<file path="src/dummy_never.sv">
`timescale 1ns/100ps
`default_nettype none
`default_nettype wire

</file>
<file path="src/ebc_ready_pkg.sv">
package ebc_ready_pkg;
    // Bus reference clock timing
    localparam int CLK_PERIOD_NS = 10;
    localparam int TCS_NS = 20;
    localparam int TCS_CYCLES = (TCS_NS + CLK_PERIOD_NS - 1) / CLK_PERIOD_NS;
    localparam int TCS_HALF = (TCS_CYCLES + 1) / 2;
    localparam int DIV_W = 4;

    // Bus widths
    localparam int ADDR_W = 24;
    localparam int DATA_W = 16;

    // Phase length fields, in reference clock periods
    localparam int AB_W = 3;
    localparam int C_W = 2;
    localparam int D_W = 1;
    localparam int E_W = 6;
    localparam int F_W = 2;
    localparam int CNT_W = 6;
    localparam int WAIT_W = 8;

    // Ready synchroniser depth
    localparam int SYNC_STAGES = 2;

    // Values after reset
    localparam logic [ADDR_W-1:0] ADDR_RST = 24'h00_0000;
    localparam logic [DATA_W-1:0] DATA_RST = 16'h0000;
    localparam logic [CNT_W-1:0] CNT_RST = 6'h00;
    localparam logic [WAIT_W-1:0] WAIT_RST = 8'h00;
    localparam logic [DIV_W-1:0] DIV_RST = 4'h0;

    typedef enum logic [2:0] {
        PH_IDLE,
        PH_ADDR,
        PH_CMD,
        PH_DSETUP,
        PH_ACCESS,
        PH_RDYWAIT,
        PH_HOLD
    } phase_t;
endpackage : ebc_ready_pkg

</file>
<file path="src/ready_sampler.sv">
`timescale 1ns/100ps
`default_nettype none
module ready_sampler #(
    parameter int STAGES = ebc_ready_pkg::SYNC_STAGES
) (
    input wire logic clk,
    input wire logic rst_n,
    input wire logic ready_pin,
    input wire logic active_high,
    input wire logic async_mode,
    output logic ready_seen
);
    logic [STAGES-1:0] sync_ff;
    logic level;

    // Two-stage chain for the asynchronous mode
    always_ff @(posedge clk or negedge rst_n) begin
        if (!rst_n) begin
            sync_ff <= '0;
        end else begin
            sync_ff <= {sync_ff[STAGES-2:0], ready_pin};
        end
    end

    // Synchronous mode reads the pin directly
    assign level = async_mode ? sync_ff[STAGES-1] : ready_pin;
    assign ready_seen = active_high ? level : ~level;

    a_sync_delay: assert property (@(posedge clk) disable iff (!rst_n)
        async_mode && $stable(async_mode) && $stable(active_high)
        && $past(rst_n, 2)
        |-> ready_seen == (active_high ? $past(ready_pin, 2)
                                       : !$past(ready_pin, 2)))
        else $error("async ready not delayed by two stages");
endmodule : ready_sampler
`default_nettype wire

</file>
<file path="src/external_bus_ready_waitstate.sv">
`timescale 1ns/100ps
`default_nettype none
// Summary of operation
// - External circuit stretches or ends each bus cycle through the ready input.
// - Ready active level is selectable, high or low.
// - Synchronous mode samples ready directly; ready must follow the reference clock.
// - Asynchronous mode adds a two-stage synchroniser, costing at least one wait state.
// - Ready seen inactive inserts one wait state, then samples again.
// - Ready seen active ends the command and enters closing phases.
// - Ready ignored until mandatory access phase wait states elapse.
// - Read data captured on the edge that raises the read strobe.
module external_bus_ready_waitstate #(
    parameter int ADDR_W = ebc_ready_pkg::ADDR_W,
    parameter int DATA_W = ebc_ready_pkg::DATA_W
) (
    input wire logic clk,
    input wire logic rst_n,
    // Request side
    input wire logic start,
    input wire logic write,
    input wire logic [ADDR_W-1:0] addr,
    input wire logic [DATA_W-1:0] wdata,
    input wire logic [ebc_ready_pkg::AB_W-1:0] addr_phase_length,
    input wire logic [ebc_ready_pkg::C_W-1:0] cmd_phase_length,
    input wire logic [ebc_ready_pkg::D_W-1:0] setup_phase_length,
    input wire logic [ebc_ready_pkg::E_W-1:0] access_phase_length,
    input wire logic [ebc_ready_pkg::F_W-1:0] hold_phase_length,
    input wire logic ready_enable,
    input wire logic ready_active_high,
    input wire logic ready_async,
    output logic busy,
    output logic done,
    output logic [DATA_W-1:0] rdata,
    output logic [ebc_ready_pkg::WAIT_W-1:0] wait_states,
    // Bus pins
    output logic bus_reference_clock_output,
    output logic [ADDR_W-1:0] bus_addr,
    output logic rd_n,
    output logic wr_n,
    input wire logic [DATA_W-1:0] data_in,
    output logic [DATA_W-1:0] data_out,
    output logic data_oe,
    input wire logic ready_in
);
    localparam logic [ebc_ready_pkg::DIV_W-1:0] TICK_AT =
        ebc_ready_pkg::DIV_W'(ebc_ready_pkg::TCS_CYCLES - 1);
    localparam logic [ebc_ready_pkg::DIV_W-1:0] FALL_AT =
        ebc_ready_pkg::DIV_W'(ebc_ready_pkg::TCS_HALF - 1);
    logic [ebc_ready_pkg::DIV_W-1:0] div_ff;
    logic tick;
    logic bus_reference_clock_output_ff;
    ebc_ready_pkg::phase_t phase_ff, nxt_phase;
    logic [ebc_ready_pkg::CNT_W-1:0] cnt_ff, nxt_cnt;
    logic pend_ff, wr_ff, rdy_en_ff, async_ff, pol_ff;
    logic [ADDR_W-1:0] addr_ff, bus_addr_ff;
    logic [DATA_W-1:0] wdata_ff, data_out_ff, rdata_ff;
    logic [ebc_ready_pkg::AB_W-1:0] len_ab_ff;
    logic [ebc_ready_pkg::C_W-1:0] len_c_ff;
    logic [ebc_ready_pkg::D_W-1:0] len_d_ff;
    logic [ebc_ready_pkg::E_W-1:0] len_e_ff;
    logic [ebc_ready_pkg::F_W-1:0] len_f_ff;
    logic [ebc_ready_pkg::WAIT_W-1:0] wait_ff;
    logic rd_n_ff, wr_n_ff, oe_ff, done_ff;
    logic ready_seen, last, cmd_end, take;

    // Length of a phase in reference clock periods
    function automatic logic [ebc_ready_pkg::CNT_W-1:0] phase_len(
        input ebc_ready_pkg::phase_t ph,
        input logic [ebc_ready_pkg::AB_W-1:0] ab,
        input logic [ebc_ready_pkg::C_W-1:0] c,
        input logic [ebc_ready_pkg::D_W-1:0] d,
        input logic [ebc_ready_pkg::E_W-1:0] e,
        input logic [ebc_ready_pkg::F_W-1:0] f);
        logic [ebc_ready_pkg::CNT_W-1:0] len;
        len = ebc_ready_pkg::CNT_RST;
        unique case (ph)
            ebc_ready_pkg::PH_ADDR: len = (ab == 0) ? 6'h01 : 6'(ab);
            ebc_ready_pkg::PH_CMD: len = 6'(c);
            ebc_ready_pkg::PH_DSETUP: len = 6'(d);
            ebc_ready_pkg::PH_ACCESS: len = (e == 0) ? 6'h01 : e;
            ebc_ready_pkg::PH_HOLD: len = 6'(f);
            ebc_ready_pkg::PH_RDYWAIT: len = 6'h01;
            ebc_ready_pkg::PH_IDLE: len = ebc_ready_pkg::CNT_RST;
        endcase
        return len;
    endfunction : phase_len

    // Following phase in the fixed order, skipping empty ones
    function automatic ebc_ready_pkg::phase_t next_after(
        input ebc_ready_pkg::phase_t ph,
        input logic [ebc_ready_pkg::C_W-1:0] c,
        input logic [ebc_ready_pkg::D_W-1:0] d,
        input logic [ebc_ready_pkg::F_W-1:0] f);
        ebc_ready_pkg::phase_t n;
        n = ebc_ready_pkg::PH_IDLE;
        unique case (ph)
            ebc_ready_pkg::PH_IDLE: n = ebc_ready_pkg::PH_ADDR;
            ebc_ready_pkg::PH_ADDR: n = (c != 0) ? ebc_ready_pkg::PH_CMD :
                (d != 0) ? ebc_ready_pkg::PH_DSETUP : ebc_ready_pkg::PH_ACCESS;
            ebc_ready_pkg::PH_CMD: n = (d != 0) ? ebc_ready_pkg::PH_DSETUP :
                ebc_ready_pkg::PH_ACCESS;
            ebc_ready_pkg::PH_DSETUP: n = ebc_ready_pkg::PH_ACCESS;
            ebc_ready_pkg::PH_ACCESS, ebc_ready_pkg::PH_RDYWAIT: n =
                (f != 0) ? ebc_ready_pkg::PH_HOLD : ebc_ready_pkg::PH_IDLE;
            ebc_ready_pkg::PH_HOLD: n = ebc_ready_pkg::PH_IDLE;
        endcase
        return n;
    endfunction : next_after

    ready_sampler #(.STAGES(ebc_ready_pkg::SYNC_STAGES)) u_sampler (
        .clk(clk),
        .rst_n(rst_n),
        .ready_pin(ready_in),
        .active_high(pol_ff),
        .async_mode(async_ff),
        .ready_seen(ready_seen)
    );

    // Reference clock divider; tick marks each rising edge
    assign tick = (div_ff == TICK_AT);
    always_ff @(posedge clk or negedge rst_n) begin
        if (!rst_n) begin
            div_ff <= ebc_ready_pkg::DIV_RST;
            bus_reference_clock_output_ff <= 1'b0;
        end else begin
            div_ff <= tick ? ebc_ready_pkg::DIV_RST : div_ff + 4'h1;
            if (tick) begin
                bus_reference_clock_output_ff <= 1'b1;
            end else if (div_ff == FALL_AT) begin
                bus_reference_clock_output_ff <= 1'b0;
            end
        end
    end

    // Request capture with configuration held for the cycle
    assign take = start && !busy;
    always_ff @(posedge clk or negedge rst_n) begin
        if (!rst_n) begin
            pend_ff <= 1'b0;
            wr_ff <= 1'b0;
            rdy_en_ff <= 1'b0;
            async_ff <= 1'b0;
            pol_ff <= 1'b1;
            addr_ff <= ebc_ready_pkg::ADDR_RST;
            wdata_ff <= ebc_ready_pkg::DATA_RST;
            len_ab_ff <= '0;
            len_c_ff <= '0;
            len_d_ff <= '0;
            len_e_ff <= '0;
            len_f_ff <= '0;
        end else if (take) begin
            pend_ff <= 1'b1;
            wr_ff <= write;
            rdy_en_ff <= ready_enable;
            async_ff <= ready_async;
            pol_ff <= ready_active_high;
            addr_ff <= addr;
            wdata_ff <= wdata;
            len_ab_ff <= addr_phase_length;
            len_c_ff <= cmd_phase_length;
            len_d_ff <= setup_phase_length;
            len_e_ff <= access_phase_length;
            len_f_ff <= hold_phase_length;
        end else if (tick && phase_ff == ebc_ready_pkg::PH_IDLE) begin
            pend_ff <= 1'b0;
        end
    end

    assign last = (cnt_ff <= 6'h01);
    // Phase sequencing; ready only looked at after the access phase
    always_comb begin
        nxt_phase = phase_ff;
        unique case (phase_ff)
            ebc_ready_pkg::PH_IDLE: begin
                if (pend_ff) begin
                    nxt_phase = ebc_ready_pkg::PH_ADDR;
                end
            end
            ebc_ready_pkg::PH_ACCESS: begin
                if (last) begin
                    if (!rdy_en_ff) begin
                        nxt_phase = next_after(phase_ff, len_c_ff, len_d_ff, len_f_ff);
                    end else if (async_ff || !ready_seen) begin
                        nxt_phase = ebc_ready_pkg::PH_RDYWAIT;
                    end else begin
                        nxt_phase = next_after(phase_ff, len_c_ff, len_d_ff, len_f_ff);
                    end
                end
            end
            ebc_ready_pkg::PH_RDYWAIT: begin
                if (ready_seen) begin
                    nxt_phase = next_after(phase_ff, len_c_ff, len_d_ff, len_f_ff);
                end
            end
            default: begin
                if (last) begin
                    nxt_phase = next_after(phase_ff, len_c_ff, len_d_ff, len_f_ff);
                end
            end
        endcase
        nxt_cnt = (nxt_phase != phase_ff) ?
            phase_len(nxt_phase, len_ab_ff, len_c_ff, len_d_ff, len_e_ff, len_f_ff) :
            (last ? cnt_ff : cnt_ff - 6'h01);
    end

    always_ff @(posedge clk or negedge rst_n) begin
        if (!rst_n) begin
            phase_ff <= ebc_ready_pkg::PH_IDLE;
            cnt_ff <= ebc_ready_pkg::CNT_RST;
        end else if (tick) begin
            phase_ff <= nxt_phase;
            cnt_ff <= nxt_cnt;
        end
    end

    // Command strobes, address, write data drive
    assign cmd_end = tick && (phase_ff == ebc_ready_pkg::PH_ACCESS ||
        phase_ff == ebc_ready_pkg::PH_RDYWAIT) &&
        nxt_phase != ebc_ready_pkg::PH_RDYWAIT &&
        nxt_phase != ebc_ready_pkg::PH_ACCESS;
    always_ff @(posedge clk or negedge rst_n) begin
        if (!rst_n) begin
            rd_n_ff <= 1'b1;
            wr_n_ff <= 1'b1;
            oe_ff <= 1'b0;
            bus_addr_ff <= ebc_ready_pkg::ADDR_RST;
            data_out_ff <= ebc_ready_pkg::DATA_RST;
        end else if (tick) begin
            rd_n_ff <= !(!wr_ff && (nxt_phase == ebc_ready_pkg::PH_ACCESS ||
                nxt_phase == ebc_ready_pkg::PH_RDYWAIT));
            wr_n_ff <= !(wr_ff && (nxt_phase == ebc_ready_pkg::PH_ACCESS ||
                nxt_phase == ebc_ready_pkg::PH_RDYWAIT));
            oe_ff <= wr_ff && nxt_phase != ebc_ready_pkg::PH_IDLE &&
                nxt_phase != ebc_ready_pkg::PH_ADDR &&
                nxt_phase != ebc_ready_pkg::PH_CMD;
            if (phase_ff == ebc_ready_pkg::PH_IDLE && pend_ff) begin
                bus_addr_ff <= addr_ff;
                data_out_ff <= wdata_ff;
            end
        end
    end

    // Read data taken on the strobe's rising edge
    always_ff @(posedge clk or negedge rst_n) begin
        if (!rst_n) begin
            rdata_ff <= ebc_ready_pkg::DATA_RST;
        end else if (cmd_end && !wr_ff) begin
            rdata_ff <= data_in;
        end
    end

    // Wait state count of the last cycle and completion pulse
    always_ff @(posedge clk or negedge rst_n) begin
        if (!rst_n) begin
            wait_ff <= ebc_ready_pkg::WAIT_RST;
            done_ff <= 1'b0;
        end else begin
            done_ff <= tick && phase_ff != ebc_ready_pkg::PH_IDLE &&
                nxt_phase == ebc_ready_pkg::PH_IDLE;
            if (tick && phase_ff == ebc_ready_pkg::PH_IDLE && pend_ff) begin
                wait_ff <= ebc_ready_pkg::WAIT_RST;
            end else if (tick && nxt_phase == ebc_ready_pkg::PH_RDYWAIT &&
                wait_ff != 8'hFF) begin
                wait_ff <= wait_ff + 8'h01;
            end
        end
    end

    assign busy = pend_ff || phase_ff != ebc_ready_pkg::PH_IDLE;
    assign done = done_ff;
    assign rdata = rdata_ff;
    assign wait_states = wait_ff;
    assign bus_reference_clock_output = bus_reference_clock_output_ff;
    assign bus_addr = bus_addr_ff;
    assign rd_n = rd_n_ff;
    assign wr_n = wr_n_ff;
    assign data_out = data_out_ff;
    assign data_oe = oe_ff;

    a_cmd_low_wait: assert property (@(posedge clk) disable iff (!rst_n)
        phase_ff == ebc_ready_pkg::PH_RDYWAIT |-> !(rd_n_ff && wr_n_ff))
        else $error("command strobe high during ready wait");
    a_async_min_wait: assert property (@(posedge clk) disable iff (!rst_n)
        tick && phase_ff == ebc_ready_pkg::PH_ACCESS && last && rdy_en_ff
        && async_ff |=> phase_ff == ebc_ready_pkg::PH_RDYWAIT)
        else $error("async ready cycle without wait state");
    a_notrdy_wait: assert property (@(posedge clk) disable iff (!rst_n)
        tick && phase_ff == ebc_ready_pkg::PH_RDYWAIT && !ready_seen
        |=> phase_ff == ebc_ready_pkg::PH_RDYWAIT && !(rd_n_ff && wr_n_ff))
        else $error("inactive ready did not add a wait state");
    a_rdy_ends: assert property (@(posedge clk) disable iff (!rst_n)
        tick && phase_ff == ebc_ready_pkg::PH_RDYWAIT && ready_seen
        |=> phase_ff != ebc_ready_pkg::PH_RDYWAIT && rd_n_ff && wr_n_ff)
        else $error("active ready did not end the command");
    a_ignore_early: assert property (@(posedge clk) disable iff (!rst_n)
        tick && phase_ff == ebc_ready_pkg::PH_ACCESS && cnt_ff > 6'h01
        |=> phase_ff == ebc_ready_pkg::PH_ACCESS && cnt_ff == $past(cnt_ff) - 6'h01)
        else $error("access phase cut short");
    a_read_capture: assert property (@(posedge clk) disable iff (!rst_n)
        cmd_end && !wr_ff |=> rdata_ff == $past(data_in) && rd_n_ff)
        else $error("read data not taken at strobe rise");
    a_sync_sample: assert property (@(posedge clk) disable iff (!rst_n)
        tick && phase_ff == ebc_ready_pkg::PH_ACCESS && last && rdy_en_ff
        && !async_ff && ready_in == pol_ff
        |=> phase_ff != ebc_ready_pkg::PH_RDYWAIT ##1 rd_n_ff && wr_n_ff)
        else $error("sync ready seen active not honoured");
    a_done_idle: assert property (@(posedge clk) disable iff (!rst_n)
        done_ff |-> phase_ff == ebc_ready_pkg::PH_IDLE && rd_n_ff && wr_n_ff
        ##1 !done_ff)
        else $error("done pulse outside idle");
endmodule : external_bus_ready_waitstate
`default_nettype wire

</file>
<file path="config.mk">
export PLATFORM = sky130hd
export DESIGN_NAME = external_bus_ready_waitstate
export DESIGN_NICKNAME = d
export VERILOG_FILES = /design/src/dummy_never.sv /design/src/ebc_ready_pkg.sv /design/src/ready_sampler.sv /design/src/external_bus_ready_waitstate.sv
export SDC_FILE = /design/constraint.sdc
export NUM_CORES = 1
export LEC_CHECK = 0
export BUFFER_PORTS_ARGS = -buffer_cell sky130_fd_sc_hd__buf_2
export CAP_MARGIN = 10
export CELL_PAD_IN_SITES_DETAIL_PLACEMENT = 1
export CELL_PAD_IN_SITES_GLOBAL_PLACEMENT = 2
export CORE_UTILIZATION = 26
export DETAILED_ROUTE_END_ITERATION = 8
export GPL_TIMING_DRIVEN = 0
export PLACE_DENSITY_LB_ADDON = 0.2
export SYNTH_ARGS = -nofsm -noshare
export SYNTH_HDL_FRONTEND = slang
export SYNTH_SLANG_ARGS = --single-unit
</file>
<file path="constraint.sdc">
create_clock -name clk -period 2.4 [get_ports clk]
set_input_delay 0.48 -clock clk [delete_from_list [all_inputs] [get_ports clk]]
set_output_delay 0.48 -clock clk [all_outputs]
set_load 0.02 [all_outputs]
</file>
== Yosys cells after proc, flatten, opt, wreduce, memory -nomap -nowiden ==
Cells that the tools add are included.

* Add/subtract/negate cells: 3
* Magnitude comparators: 1
* Equality and inequality tests: 20
* Multiplexer cells: 25
* Bitwise gates (word level): 1
* Reductions and logical operators: 41

{| class="wikitable"
|+ Operators by type and width
! kind !! number
|-
| $pmux W6 S7 || 1
|-
| $mux W3 || 10
|-
| $eq A3 B3 Y1 const B || 6
|-
| $mux W6 || 3
|-
| $logic_and A1 B1 Y1 || 17
|-
| $mux W8 || 2
|-
| $pmux W3 S5 || 1
|-
| $eq A3 B2 Y1 const B || 4
|-
| $reduce_bool A2 Y1 || 5
|-
| $logic_not A3 Y1 || 3
|-
| $pmux W3 S3 || 1
|-
| $add A8 B1 Y8 const B || 1
|-
| $ne A8 B8 Y1 const B || 1
|-
| $eq A3 B1 Y1 const B || 2
|-
| $le A6 B1 Y1 const B || 1
|-
| $logic_not A6 Y1 || 1
|-
| $mux W1 || 6
|-
| $ne A3 B3 Y1 const B || 2
|-
| $reduce_bool A3 Y1 || 2
|-
| $sub A6 B1 Y6 const B || 1
|-
| $logic_not A1 Y1 || 5
|-
| $add A4 B1 Y4 const B || 1
|-
| $eq A4 B1 Y1 const B || 1
|-
| $logic_not A4 Y1 || 1
|-
| other kinds (9) || 13
|}

* Register bits: 143
* Input bits: 78
* Output and inout port bits: 70

== Longest topological paths before layout ==
* Word-level depth: 14
* Gate-level depth with buffers: 11

== Hierarchy ==
A second synthesis with hierarchy kept.

* Cell total of the unflattened synthesis: 483
* Area, all modules: 6299.8 um^2

{| class="wikitable"
|+ Modules (own cells, without submodules)
! module !! times used !! cells each !! area an instance (um^2) !! sequential area each (um^2)
|-
| external_bus_ready_waitstate || 1 || 479 || 6231.0 || 3532.1
|-
| ready_sampler || 1 || 4 || 68.8 || 50.0
|}

== Worst setup path before layout ==
OpenSTA, ideal clock, no wires.

* Path kind: reg2reg
* From: reg cnt_ff[5] (netlist name)
* To: reg rdata_ff[0] (netlist: rdata[0])
* Setup time: 0.125 ns
* Arrival time: 2.493 ns
* Path slack: -0.218 ns
* Cell stages (with the launch flop): 10
* Path buffers: 2
* Cells stage by stage: dfrtp_1 > or4_4 > nor3_4 > a221o_2 > o311a_1 > buf_6 > nor2_2 > nor4_4 > buf_6 > mux2_4

* Longest elaborated chain between the ends: 7
* Elaborated cells between the ends (all ways): 9
* Classes of those cells: order compare (1); eq/ne (2); mux (3); reduce/logical (3)

{| class="wikitable"
|+ RTL lines
! element !! RTL line !! source
|-
| start, declared || external_bus_ready_waitstate.sv:53 || <nowiki>logic [ebc_ready_pkg::CNT_W-1:0] cnt_ff, nxt_cnt;</nowiki>
|-
| start signal, assigned || external_bus_ready_waitstate.sv:209 || <nowiki>cnt_ff <= ebc_ready_pkg::CNT_RST;</nowiki>
|-
| start signal, assigned || external_bus_ready_waitstate.sv:212 || <nowiki>cnt_ff <= nxt_cnt;</nowiki>
|-
| $le A6 B1 Y1 (*) || external_bus_ready_waitstate.sv:169 || <nowiki>assign last = (cnt_ff <= 6'h01);</nowiki>
|-
| $mux W3 (on tied branches) || external_bus_ready_waitstate.sv:196, external_bus_ready_waitstate.sv:180 ||
|-
| $pmux W3 S3 (*) || external_bus_ready_waitstate.sv:173 || <nowiki>unique case (phase_ff)</nowiki>
|-
| $ne A3 B3 Y1 || external_bus_ready_waitstate.sv:219 || <nowiki>nxt_phase != ebc_ready_pkg::PH_RDYWAIT &&</nowiki>
|-
| $logic_and A1 B1 Y1 || external_bus_ready_waitstate.sv:218 || <nowiki>phase_ff == ebc_ready_pkg::PH_RDYWAIT) &&</nowiki>
|-
| $logic_and A1 B1 Y1 (*) || external_bus_ready_waitstate.sv:219 ||
|-
| $logic_and A1 B1 Y1 (*) || external_bus_ready_waitstate.sv:247 || <nowiki>end else if (cmd_end && !wr_ff) begin</nowiki>
|-
| end signal, assigned || external_bus_ready_waitstate.sv:246 || <nowiki>rdata_ff <= ebc_ready_pkg::DATA_RST;</nowiki>
|-
| end signal, assigned || external_bus_ready_waitstate.sv:248 || <nowiki>rdata_ff <= data_in;</nowiki>
|-
| end, declared || external_bus_ready_waitstate.sv:56 || <nowiki>logic [DATA_W-1:0] wdata_ff, data_out_ff, rdata_ff;</nowiki>
|}

Every way passes the cells marked *; elsewhere a longest branch is shown, timed or not.
A chain may end at the register's enable or synchronous reset.

== Final worst setup path ==
* From: reg cnt_ff[4] (netlist name)
* To: reg cnt_ff[2] (netlist name)

* Longest elaborated chain between the ends: 6
* Elaborated cells between the ends (all ways): 16
* Classes of those cells: order compare (1); eq/ne (8); mux (5); reduce/logical (2)

{| class="wikitable"
|+ RTL lines
! element !! RTL line !! source
|-
| $le A6 B1 Y1 (*) || external_bus_ready_waitstate.sv:169 ||
|-
| $mux W3 (on tied branches) || external_bus_ready_waitstate.sv:196, external_bus_ready_waitstate.sv:180 ||
|-
| $pmux W3 S3 || external_bus_ready_waitstate.sv:173 ||
|-
| $eq A3 B3 Y1, or another cell as far along || external_bus_ready_waitstate.sv:76 || <nowiki>unique case (ph)</nowiki>
|-
| $pmux W6 S7 / $ne A2 B1 Y1 (equally long branches) || -- ||
|-
| $mux W6 / $reduce_and A2 Y1 (equally long branches) || -- ||
|}

Marked as above.

==> impl_metrics.toml <==
[run_status]
status = "finished, violations left"
violations = "negative setup slack"

[timing]
worst_slack_ns = -0.2621
finalCritPeriodShare_pct = 110.9
fmax_ghz = 0.3756
worst_pin_slew_ns = 0.5747
finalHoldViolCount = 0
finalSetupViolCount = 22
layout_min_cycle_time_ns = 2.662
rsz0062_at_grt = "yes"
drv_slew = 0
fin_tns_setup_ns = -4.368
fin_skew_ns = 0.008963
relSlewSlack_pct = 61.69

[place]
routabilityCongestion = 0.8076
place.port_buffers = 147
dp_cells = 1021
hpwlAfterDp_um = 12770

[finish]
final_common_cell = "buf_2"
drive_gt1_share_pct = 44.82
area_growth_pct = 37.15
final_cells = 1083
final_cell_mix = "150 x buf_2, 143 x nand2_1, 138 x dfrtp_1"
fillers = 2637
final_nets = 831

[grt]
antenna_found_initial = 3
grt_pass1_wl_um = 29570
grt_remaining_overflow = 0
grt_pass1_vias = 5322
grt_max_degree = 88
grt.total_usage_pct = 15.98

[power]
power_density_mw_per_mm2 = 1578
p_switching_w = 0.005291
p_leak_nw = 4.124
swShare_pct = 39.50
combPwrFrac_pct = 48.0
intPower_w = 0.008103
ir_drop_uv = 520.1
power.share.sequential_pct = 32.0
pwr-share-clk_pct = 20.1

[worst_setup_path]
path_max_fanout = 6
reg2reg_depth = 10
cp-startpoint = "cnt_ff[4]$_DFFE_PN0P_"
critPathArrivalTime_ns = 2.97
end_kind = "flip-flop"
critPathLaunchType = "flip-flop"
cp_data_required_time_ns = 2.71
critical_path_class = "reg -> reg"
rrSetupSlack_ns = -0.26
reg2reg_from = "cnt_ff[4]$_DFFE_PN0P_"
r2r_end = "cnt_ff[2]$_DFFE_PN0P_"

[floorplan]
die_w_um = 156.3
num_rows = 56
core_mm2 = 0.02340
design.die.area_mm2 = 0.02442
ios = 148
dieHeight_um = 156.3
start_util_pct = 26.44

[logic_synthesis]
synth_flop_cell = "dfrtp_1"
synthDistinctLibCells = 58
syn_inst = 554
synth_area_mm2 = 0.006187
syn_avg_cell_area_um2 = 11.17
ys_ff_latch = 143
synth_nets = 635
yosys-top-cells-area = "dfrtp_1 57%, mux2_2 12%, nand2_1 8.7%"
synthDominantCellAreaShare_pct = 56.62
ys_seq_area_share_pct = 57.90
synth_area_leader_cell = "dfrtp_1"
async_flop_share_pct = 100.0
ys_warn_count = 0
synth-edff-count = 0

[clocking]
hold_buffers = 0
clkTransAtPathRegs_ns = 0.06
cts_max_level = 4
clock_latency_ns = 0.42
cts.sinks = 143
cts.path.max_buffers = 2
cts_made_buffers = 17
cts_tree = "built"
root_buffer = "clkbuf_16"

[route]
drtPass1Iterations = 4
post_drt_wl_per_cell_um = 16.92
vias = 4847
ant_nets = 0
drc = 0
totalWireLength_um = 18330
drt-vias-per-instance = 4.476
drtIter0Drc = 164

[job]
drv_cap = 0

[worst_hold_path]
hold_class = "in -> async"
power by group through the flow:
| stage | sequential (W) | combinational (W) | clock [W] |
|---|---|---|---|
| 3_5_place_dp | 0.00431 | 0.00511 | 0 |
| 3_3_place_gp | 0.00425 | 0.00497 | 0 |
| 2_1_floorplan | 0.00477 | 0.00298 | 0 |
| 6_report | 0.00428 | 0.00642 | 0.00269 |
| 4_1_cts | 0.00429 | 0.00597 | 0.00278 |
| 5_1_grt | 0.00446 | 0.00697 | 0.00288 |
state kept, by name, summed over array words and instances, names as in the netlist, 4 cells and up:
name and flops:
wait_states 8, div_ff 4, rdata 16, cnt_ff 6, wdata_ff 16, bus_addr 24
data_out 16, len_e_ff 6, addr_ff 24
logic make-up (layout without fill, tap and decap cells):
logic type	count (synthesis)	in the layout	synth area share, %
simple gates	217	217	15.43
fa+ha+maj	3	3	0.6067
other cells	0	1	0
xor+xnor	12	12	1.699
flops	143	143	57.90
mux	78	78	14.72
buf+inv	36	245	2.507
compound gates	65	65	7.139
synthesized netlist by cell type, drive strengths merged, types with 6 or more instances:
| library cell | count |
|---|---|
| xor2 | 8 |
| nand3 | 7 |
| mux2 | 74 |
| buf | 8 |
| a31oi | 6 |
| clkbuf | 17 |
| o21ai | 14 |
| nor2 | 26 |
| dfrtp | 140 |
| inv | 11 |
| nand4 | 6 |
| a21oi | 15 |
| and3 | 6 |
| nor3 | 10 |
| nand2 | 145 |
metal layers:
metal  wire length [um]  GRT usage, %  vias to the layer above
li1                   -             -                     2288
met1               7708         19.00                     2438
met2               9400         27.06                       97
met3                983         5.289                       20
met4                206         5.275                        4
met5                 28             0                        -
repair_timing:
action / in CTS / in global routing
pin swaps: 11 / 20
setup endpoints to repair: 136 / 90
buffers inserted: 18 / 12
gates cloned: 1 / 0
resized for setup: 53 / 22
final cells by class:
class	instances	area [um2]	share of cell area, %
sequential	143	3585	42.24
multi-input combinational	375	2675	31.52
timing repair buffer	179	1060	12.49
clock buffer	19	442.9	5.220
tap	319	399.1	4.704
clock inverter	13	151.4	1.784
buffer	23	128.9	1.519
inverter	11	41.29	0.4866
antenna	1	2.502	0.02949
critical path: stages (launching register included):
cell      delay (ns)
dfrtp_2         0.40
or4_4           0.58
buf_6           0.16
a211oi_4        0.21
o221ai_2        0.15
and3_4          0.20
buf_8           0.13
xnor2_1         0.16
nor2_1          0.09
a22o_1          0.19
a211o_1         0.28
per-stage QoR:
step / utilization [%] / setup slack, ns / hold slack, ns / area [um2] / total power (W)
after floorplan: - / -0.2145 / 0.1844 / 6192 / 0.007743
after global placement: 31.31 / -1.216 / 0.3387 / 7327 / 0.009220
after detailed placement: 31.45 / -1.038 / 0.3568 / 7361 / 0.009425
after CTS: 35.50 / -0.3719 / 0.03915 / 8308 / 0.01304
after global routing: 36.25 / -0.3494 / 0.05657 / 8483 / 0.01431
final: 36.26 / -0.2621 / 0.03178 / 8486 / 0.01339
how the worst max path moves through the flow:
| stage | cells past startpoint | endpoint | slack (ns) |
|---|---|---|---|
| final | 10 | cnt_ff[2]$_DFFE_PN0P_ | -0.26 |
| after global routing | 10 | cnt_ff[2]$_DFFE_PN0P_ | -0.35 |
| after CTS | 10 | rdata[5]$_DFFE_PN0P_ | -0.37 |
| after detailed placement | 9 | rdata[4]$_DFFE_PN0P_ | -1.04 |
| after global placement | 1 | bus_addr[8]$_DFFE_PN0P_ | -1.22 |
| after floorplan | 9 | rdata[0]$_DFFE_PN0P_ | -0.21 |
Power figures use the tool's default switching activity.
